===== src/rtl/table_write_regs.vh =====
`ifndef TABLE_WRITE_REGS_VH
`define TABLE_WRITE_REGS_VH

// Opcode layout: upper 14 bits fixed, low 2 bits select pointer mode
`define TW_OPCODE_MASK 16'hfffc
`define TW_OPCODE_BASE 16'h000c
`define TW_MODE_MSB 1
`define TW_MODE_LSB 0

// Pointer modes
`define TW_MODE_NONE 2'h0
`define TW_MODE_POSTINC 2'h1
`define TW_MODE_POSTDEC 2'h2
`define TW_MODE_PREINC 2'h3

// Pointer width and reset value
`define TW_PTR_WIDTH 21
`define TW_PTR_RESET 21'h00_0000

// Quarter-cycle phases within an instruction cycle
`define TW_Q1 2'h0
`define TW_Q2 2'h1
`define TW_Q3 2'h2
`define TW_Q4 2'h3

// Instruction length
`define TW_WORDS 1
`define TW_CYCLES 2

`endif


===== src/rtl/table_write_instr.v =====
// Behaviour
// - Decode one fixed 16-bit opcode; low two bits pick pointer mode 0..3.
// - Pointer bit zero picks low byte (0) or high byte (1) of word.
// - Instruction is one word and takes two instruction cycles.
// - Second cycle: read latch in Q2, write holding register in Q4.
// - No arithmetic status flag changes in any pointer mode.
// - Post modes adjust pointer after write; pre-increment adjusts before.
`timescale 1ns/1ps
`include "table_write_regs.vh"

module table_write_instr #(
    parameter PTR_W = `TW_PTR_WIDTH
) (
    input wire i_core_clk,                 // Processor clock
    input wire i_rst_n,                    // Async reset, active low
    input wire [15:0] i_opcode,            // Fetched instruction word
    input wire i_decode,                   // Pulse: opcode valid in Q1 decode
    input wire [1:0] i_quarter,            // Current quarter of the cycle
    input wire [7:0] i_table_latch,        // Table latch contents
    input wire i_ptr_load,                 // Pulse: software load of pointer
    input wire [PTR_W-1:0] i_ptr_load_val, // Value for pointer load
    output reg o_busy,                     // High during the two cycles
    output reg o_done,                     // Pulse at completion
    output reg [PTR_W-1:0] o_table_pointer, // Table pointer
    output reg o_hold_we,                  // Pulse: holding register write
    output reg [PTR_W-2:0] o_hold_word,    // Program word address
    output reg o_hold_byte_hi,             // Byte select: 1 = high byte
    output reg [7:0] o_hold_data,          // Byte to holding register
    output reg o_flags_we,                 // Status flag write, always low
    output reg o_commit                    // Array commit request, always low
);
    localparam ST_IDLE = 2'h0;
    localparam ST_DEC = 2'h1;
    localparam ST_XFER = 2'h2;

    reg [1:0] state_r;
    reg [1:0] state_nxt;
    reg [1:0] mode_r;
    reg [1:0] mode_nxt;
    reg [7:0] latch_r;
    reg [7:0] latch_nxt;
    reg [PTR_W-1:0] ptr_nxt;
    reg busy_nxt;
    reg done_nxt;
    reg hold_we_nxt;
    reg [PTR_W-2:0] hold_word_nxt;
    reg hold_byte_hi_nxt;
    reg [7:0] hold_data_nxt;
    wire [PTR_W-1:0] addr_w;
    wire [PTR_W-1:0] next_w;
    wire hit_w;
    wire dec_end_w;
    wire latch_slot_w;
    wire write_slot_w;
    wire load_ok_w;

    // Upper fourteen bits fixed; the mode field is a don't-care for the match
    function is_table_write;
        input [15:0] op_word;
        begin
            is_table_write = ((op_word & `TW_OPCODE_MASK) == `TW_OPCODE_BASE);
        end
    endfunction

    function in_quarter;
        input [1:0] qtr;
        input [1:0] want;
        begin
            in_quarter = (qtr == want);
        end
    endfunction

    assign hit_w = i_decode && is_table_write(i_opcode);
    // Quarters count from the core's decode; a decode pulsed in Q2 or Q3 would shorten
    // the first cycle and one in Q4 would stretch it, so the core must only raise i_decode in Q1
    assign dec_end_w = (state_r == ST_DEC) && in_quarter(i_quarter, `TW_Q4);
    assign latch_slot_w = (state_r == ST_XFER) && in_quarter(i_quarter, `TW_Q2);
    assign write_slot_w = (state_r == ST_XFER) && in_quarter(i_quarter, `TW_Q4);
    // A software load loses to a table write taken on the same edge
    assign load_ok_w = (state_r == ST_IDLE) && !hit_w && i_ptr_load;

    table_ptr_step #(
        .PTR_W(PTR_W)
    ) u_step (
        .i_ptr(o_table_pointer),
        .i_mode(mode_r),
        .o_addr(addr_w),
        .o_next(next_w)
    );

    // Control path: which of the two instruction cycles is running
    always @*
    begin
        state_nxt = state_r;
        mode_nxt = mode_r;
        busy_nxt = o_busy;
        case (state_r)
            ST_IDLE:
            begin
                if (hit_w)
                begin
                    mode_nxt = i_opcode[`TW_MODE_MSB:`TW_MODE_LSB];
                    state_nxt = ST_DEC;
                    busy_nxt = 1'h1;
                end
            end
            ST_DEC:
            begin
                // Decode cycle ends at Q4; transfer cycle starts next
                if (dec_end_w)
                begin
                    state_nxt = ST_XFER;
                end
            end
            ST_XFER:
            begin
                if (write_slot_w)
                begin
                    state_nxt = ST_IDLE;
                    busy_nxt = 1'h0;
                end
            end
            default:
            begin
                state_nxt = ST_IDLE;
                busy_nxt = 1'h0;
            end
        endcase
    end

    // Latch byte is captured once in Q2 and held, so a later change is not seen
    always @*
    begin
        latch_nxt = latch_r;
        if (latch_slot_w)
        begin
            latch_nxt = i_table_latch;
        end
    end

    always @*
    begin
        ptr_nxt = o_table_pointer;
        if (write_slot_w)
        begin
            ptr_nxt = next_w;
        end
        else if (load_ok_w)
        begin
            ptr_nxt = i_ptr_load_val;
        end
    end

    // Address, byte lane and data stay put after the strobe for the holding side
    always @*
    begin
        hold_we_nxt = 1'h0;
        done_nxt = 1'h0;
        hold_word_nxt = o_hold_word;
        hold_byte_hi_nxt = o_hold_byte_hi;
        hold_data_nxt = o_hold_data;
        if (write_slot_w)
        begin
            hold_we_nxt = 1'h1;
            done_nxt = 1'h1;
            hold_data_nxt = latch_r;
            hold_word_nxt = addr_w[PTR_W-1:1];
            hold_byte_hi_nxt = addr_w[0];
        end
    end

    always @(posedge i_core_clk or negedge i_rst_n)
    begin
        if (!i_rst_n)
        begin
            state_r <= ST_IDLE;
            mode_r <= `TW_MODE_NONE;
            o_busy <= 1'h0;
            o_done <= 1'h0;
        end
        else
        begin
            state_r <= state_nxt;
            mode_r <= mode_nxt;
            o_busy <= busy_nxt;
            o_done <= done_nxt;
        end
    end

    always @(posedge i_core_clk or negedge i_rst_n)
    begin
        if (!i_rst_n)
        begin
            latch_r <= 8'h00;
            o_table_pointer <= `TW_PTR_RESET;
            o_hold_we <= 1'h0;
            o_hold_word <= {(PTR_W-1){1'h0}};
            o_hold_byte_hi <= 1'h0;
            o_hold_data <= 8'h00;
        end
        else
        begin
            latch_r <= latch_nxt;
            o_table_pointer <= ptr_nxt;
            o_hold_we <= hold_we_nxt;
            o_hold_word <= hold_word_nxt;
            o_hold_byte_hi <= hold_byte_hi_nxt;
            o_hold_data <= hold_data_nxt;
        end
    end

    // Flags and array commit are never touched by this instruction; the strobes
    // are kept as firm lows so the core's flag and flash paths see no glitch
    always @(posedge i_core_clk or negedge i_rst_n)
    begin
        if (!i_rst_n)
        begin
            o_flags_we <= 1'h0;
            o_commit <= 1'h0;
        end
        else
        begin
            o_flags_we <= 1'h0;
            o_commit <= 1'h0;
        end
    end
endmodule


===== src/rtl/table_ptr_step.v =====
`timescale 1ns/1ps
`include "table_write_regs.vh"

// Computes the pointer value used for the write and the value stored after it
module table_ptr_step #(
    parameter PTR_W = `TW_PTR_WIDTH
) (
    input wire [PTR_W-1:0] i_ptr,     // Pointer before execution
    input wire [1:0] i_mode,          // Pointer mode field
    output reg [PTR_W-1:0] o_addr,    // Address used for the write
    output reg [PTR_W-1:0] o_next     // Pointer after execution
);
    localparam [PTR_W-1:0] ONE = {{(PTR_W-1){1'b0}}, 1'b1};

    // Shared by post-increment and pre-increment; wraps at the pointer width
    function [PTR_W-1:0] ptr_inc;
        input [PTR_W-1:0] ptr;
        begin
            ptr_inc = ptr + ONE;
        end
    endfunction

    always @*
    begin
        o_addr = i_ptr;
        o_next = i_ptr;
        case (i_mode)
            `TW_MODE_POSTINC:
            begin
                o_next = ptr_inc(i_ptr);
            end
            `TW_MODE_POSTDEC:
            begin
                o_next = i_ptr - ONE;
            end
            `TW_MODE_PREINC:
            begin
                o_addr = ptr_inc(i_ptr);
                o_next = ptr_inc(i_ptr);
            end
            default:
            begin
                o_next = i_ptr;
            end
        endcase
    end
endmodule


===== config.mk =====
export PLATFORM = sky130hd
export DESIGN_NAME = table_write_instr
export DESIGN_NICKNAME = d
export VERILOG_FILES = /design/src/rtl/table_write_instr.v /design/src/rtl/table_ptr_step.v
export VERILOG_INCLUDE_DIRS = /design/src /design/src/rtl
export SDC_FILE = /design/constraint.sdc
export NUM_CORES = 1
export LEC_CHECK = 0
export ABC_AREA = 0
export BUFFER_PORTS_ARGS = -buffer_cell sky130_fd_sc_hd__buf_4
export CORE_MARGIN = 2
export CORE_UTILIZATION = 48
export CTS_CLUSTER_DIAMETER = 30
export DETAILED_ROUTE_END_ITERATION = 8
export GPL_TIMING_DRIVEN = 0
export PLACE_DENSITY = 0.77
export SYNTH_ARGS = -nofsm -noshare
export SYNTH_HDL_FRONTEND = slang
export SYNTH_SLANG_ARGS = --single-unit

===== constraint.sdc =====
create_clock -name i_core_clk -period 2.8 [get_ports i_core_clk]
set_input_delay 0.42 -clock i_core_clk [delete_from_list [all_inputs] [get_ports i_core_clk]]
set_output_delay 0.42 -clock i_core_clk [all_outputs]
set_load 0.05 [all_outputs]

==> summary.md <==
| Metric | Value |
|---|---|
| Dpl cells | 658 |
| Final Skew | 0.0151 ns |
| Synth Flop Type | dfrtp_1 |
| Root Driver | clkbuf_8 |
| Post-Route WL | 12,300 um |
| Post-DR vias/cell | 5.93 |
| Drt pass-1 iters | 5 |
| Non-Filler Instances | 677 |
| HP Class | in2async |
| Worst VDD drop | 0.221 mV |
| Bufs on Longest Clock Path | 2 |
| Slew @ Worst Pin | 0.828 ns |
| FFs w/ async S/R, synth | 1.00 |
| Unrepaired setup endpoints after global routing | no |
| Overflow after GRT | 0 |
| Initial DRC count | 340 |
| Tmin final | 2.73 ns |
| Comb pwr share | 0.212 |
| Critical Path Fanout Max | 10 |
| H-tree Lvls | 3 |
| Clock sinks | 64 |
| ANT nets after route | 0 |
| Post-synth EDFFs | 0 |
| FMAX | 366 MHz |
| Setup_tns | 0 ns |
| RD Place Congestion | 0.968 |
| Syn avg cell area | 8.65 sq um |
| Reg power frac | 0.434 |
| Status | complete, no violations |
| Filler Cell Count | 682 |
| Initial Utilization | 0.501 |
| DP HPWL | 8940 um |
| I/O pins | 106 |
| Required time of the critical path | 3.03 ns |
| Power Internal | 1.55 mW |
| Pleak | 2.25 nW |
| Initial antenna violation count | 0 |
| Syn. warnings | 0 |
| # DRC | 0 |
| Arrival time at the worst endpoint | 2.96 ns |
| Max Slew Vio Count | 0 |
| DR vias | 4,017 |
| Worst R2R Start | o_table_pointer[10] |
| Cell Pwr Density | 452 mW/mm^2 |
| Startpoint types | register |
| Critical path class | reg2reg |
| Chip width | 94.3 um |
| Setup slack, reg-to-reg | 0.07 ns |
| Worst setup EP type | register |
| Largest net degree at the start of global routing | 65 |
| Layout cells sized above 1 | 0.290 |
| Later-pin clock latency in the skew report | 0.35 ns |
| Final setup viols | 0 |
| Sw power | 744 uW |
| Place WS | 0.0522 ns |
| Seq/Total Area, Yosys | 0.410 |
| Slew Limit Headroom | 0.448 |
| Reg2Reg Depth | 6 |
| Clock transition at the registers of the reported paths | 0.08 ns |
| Fin worst setup slack | 0.0672 ns |
| I/O Buffers | 103 |
| Distinct cells, synth | 67 |
| Vias in the first global route | 3,723 |
| GRT Util Overall | 0.286 |
| Diodes inserted | 0 |
| Reg-to-Reg End | o_table_pointer[16] |
| Final hold vios | 0 |
| Hold Buf Count CTS | 0 |
| Post-Syn Instances | 452 |
| Die area | 0.00888 sq mm |
| Final #Nets | 623 |
| Wire per inst | 18.1 um |
| Synth Cell Area | 0.00391 sq mm |
| TritonCTS clock tree | built |
| Synthesized flop and latch total | 64 |
| TritonCTS buffer count | 9 |
| P&R area growth vs syn | 29.6% |
| Power share of the clock group | 0.354 |
| Global-route wire length before repair | 19,500 um |
| Area of the multi-input gates | 0.00208 sq mm |
| Core box area | 0.00781 sq mm |
| Max Cap Viol | 0 |
| Final worst path period share | 0.976 |
| Std-Cell Rows | 32 |
| Sw Ratio | 0.324 |
| Flip-flop and latch area | 0.00161 sq mm |
| Vert. Die Dim | 94.3 um |
==> placed cells by master, fill, tap and decap left out, types with 3 or more instances in the layout <==
cell        n
a211oi_1    5
a21oi_1    22
a221oi_1    3
a31oi_1     5
and2_1      3
and3_1      6
buf_1       3
buf_4     110
buf_6       4
clkbuf_1   26
clkbuf_8   13
dfrtp_1    60
dfrtp_2     4
inv_1       7
mux2_2      9
mux2i_1     3
nand2_1    70
nand3_1    18
nand4_1    12
nor2_1     32
nor3_1     14
nor4_1      9
o21ai_0    34
o22ai_1     7
o2bb2a_1    4
or2_2       5
or3_1       4
or4_1       3
or4_4       4
xnor2_1    12
xor2_1     11
==> state kept, by name, indices dropped and copies added, names as in the netlist <==
name             flops
o_hold_byte_hi       1
state_r              2
o_hold_data          8
o_table_pointer     21
o_hold_we            1
o_busy               1
o_hold_word         20
latch_r              8
mode_r               2
==> worst max-delay path by stage <==
stage	startpoint	end	slack, ns	depth (start not counted)
final	o_table_pointer[10]	o_table_pointer[16]	0.07	6
after global routing	o_table_pointer[10]	o_table_pointer[16]	0.03	6
after CTS	o_table_pointer[10]	o_table_pointer[16]	0.008	6
after detailed placement	o_table_pointer[10]	o_table_pointer[16]	0.05	6
after global placement	o_table_pointer[10]	o_table_pointer[16]	0.06	6
after floorplan	o_table_pointer[10]	o_table_pointer[16]	0.001	6
==> critical path, cell delays in order, from the launching register on <==
cell	delay, ns
dfrtp_2	0.42
buf_6	0.14
or4_4	0.49
or4_4	0.49
or4_4	0.51
and4_4	0.21
a2111o_1	0.34
==> synthesized netlist by cell type, types with 5 or more instances <==
| cell type | count | share of area |
|---|---|---|
| nand2_1 | 70 | 0.067 |
| dfrtp_1 | 64 | 0.41 |
| o21ai_0 | 34 | 0.044 |
| nor2_1 | 32 | 0.031 |
| clkbuf_1 | 25 | 0.024 |
| a21oi_1 | 22 | 0.028 |
| nand3_1 | 18 | 0.023 |
| nor3_1 | 14 | 0.018 |
| nand4_1 | 12 | 0.019 |
| xnor2_1 | 12 | 0.027 |
| xor2_1 | 11 | 0.025 |
| mux2_2 | 9 | 0.026 |
| nor4_1 | 9 | 0.014 |
| o22ai_1 | 8 | 0.013 |
| inv_1 | 7 | 0.0067 |
| and3_1 | 6 | 0.0096 |
| a211oi_1 | 5 | 0.0096 |
| a31oi_1 | 5 | 0.0080 |
| or2_2 | 5 | 0.0080 |
==> stage by stage <==
step / power, mW / utilization / hold WS (ns) / area [sq um]
after floorplan: 1.30 / - / 0.124 / 3920
after global placement: 1.48 / 0.617 / 0.444 / 4820
after detailed placement: 1.49 / 0.617 / 0.452 / 4820
after CTS: 2.30 / 0.642 / 0.198 / 5020
after global routing: 2.39 / 0.649 / 0.228 / 5070
final: 2.29 / 0.649 / 0.153 / 5070
==> logic make-up after synthesis <==
| family | Yosys count | share of synthesized area |
|---|---|---|
| multiplexers | 12 | 0.0336 |
| XOR/XNOR | 23 | 0.0515 |
| buffers and inverters | 48 | 0.0678 |
| AO/OA/AOI/OAI | 109 | 0.183 |
| adder cells (fa/ha/maj) | 2 | 0.00640 |
| AND/OR/NAND/NOR | 193 | 0.247 |
| flip-flops | 64 | 0.410 |
| other | 1 | 0.000959 |
==> cell type report <==
type | count | share of cell area
plain buffers | 40 | 0.0464
clock buffers | 10 | 0.0252
clock inverters | 6 | 0.0136
inverters | 8 | 0.00592
multi-input cells | 341 | 0.410
flip-flops and latches | 64 | 0.317
well taps | 102 | 0.0252
repair buffers | 106 | 0.157
==> metal layers <==
layer  global-route usage  up-vias  wire, um
met3               0.0482       19       865
met2                0.446      182      5650
met4               0.0906        0       236
met5                    0        -         0
li1                     -     1888         -
met1                0.406     1928      5520
==> power by group through the flow <==
stage	logic, mW	registers (mW)	clock network, mW
detailed placement	0.480	1.01	0
global placement	0.473	1.01	0
floorplan	0.198	1.11	0
CTS	0.481	0.994	0.821
finish	0.487	0.995	0.811
global route	0.523	1.00	0.868
==> what timing repair did <==
action,CTS,global route
gates resized for setup,0,6
setup endpoints to repair,0,7
setup buffers,0,3
Note: power is estimated with default switching activity, not from simulation.
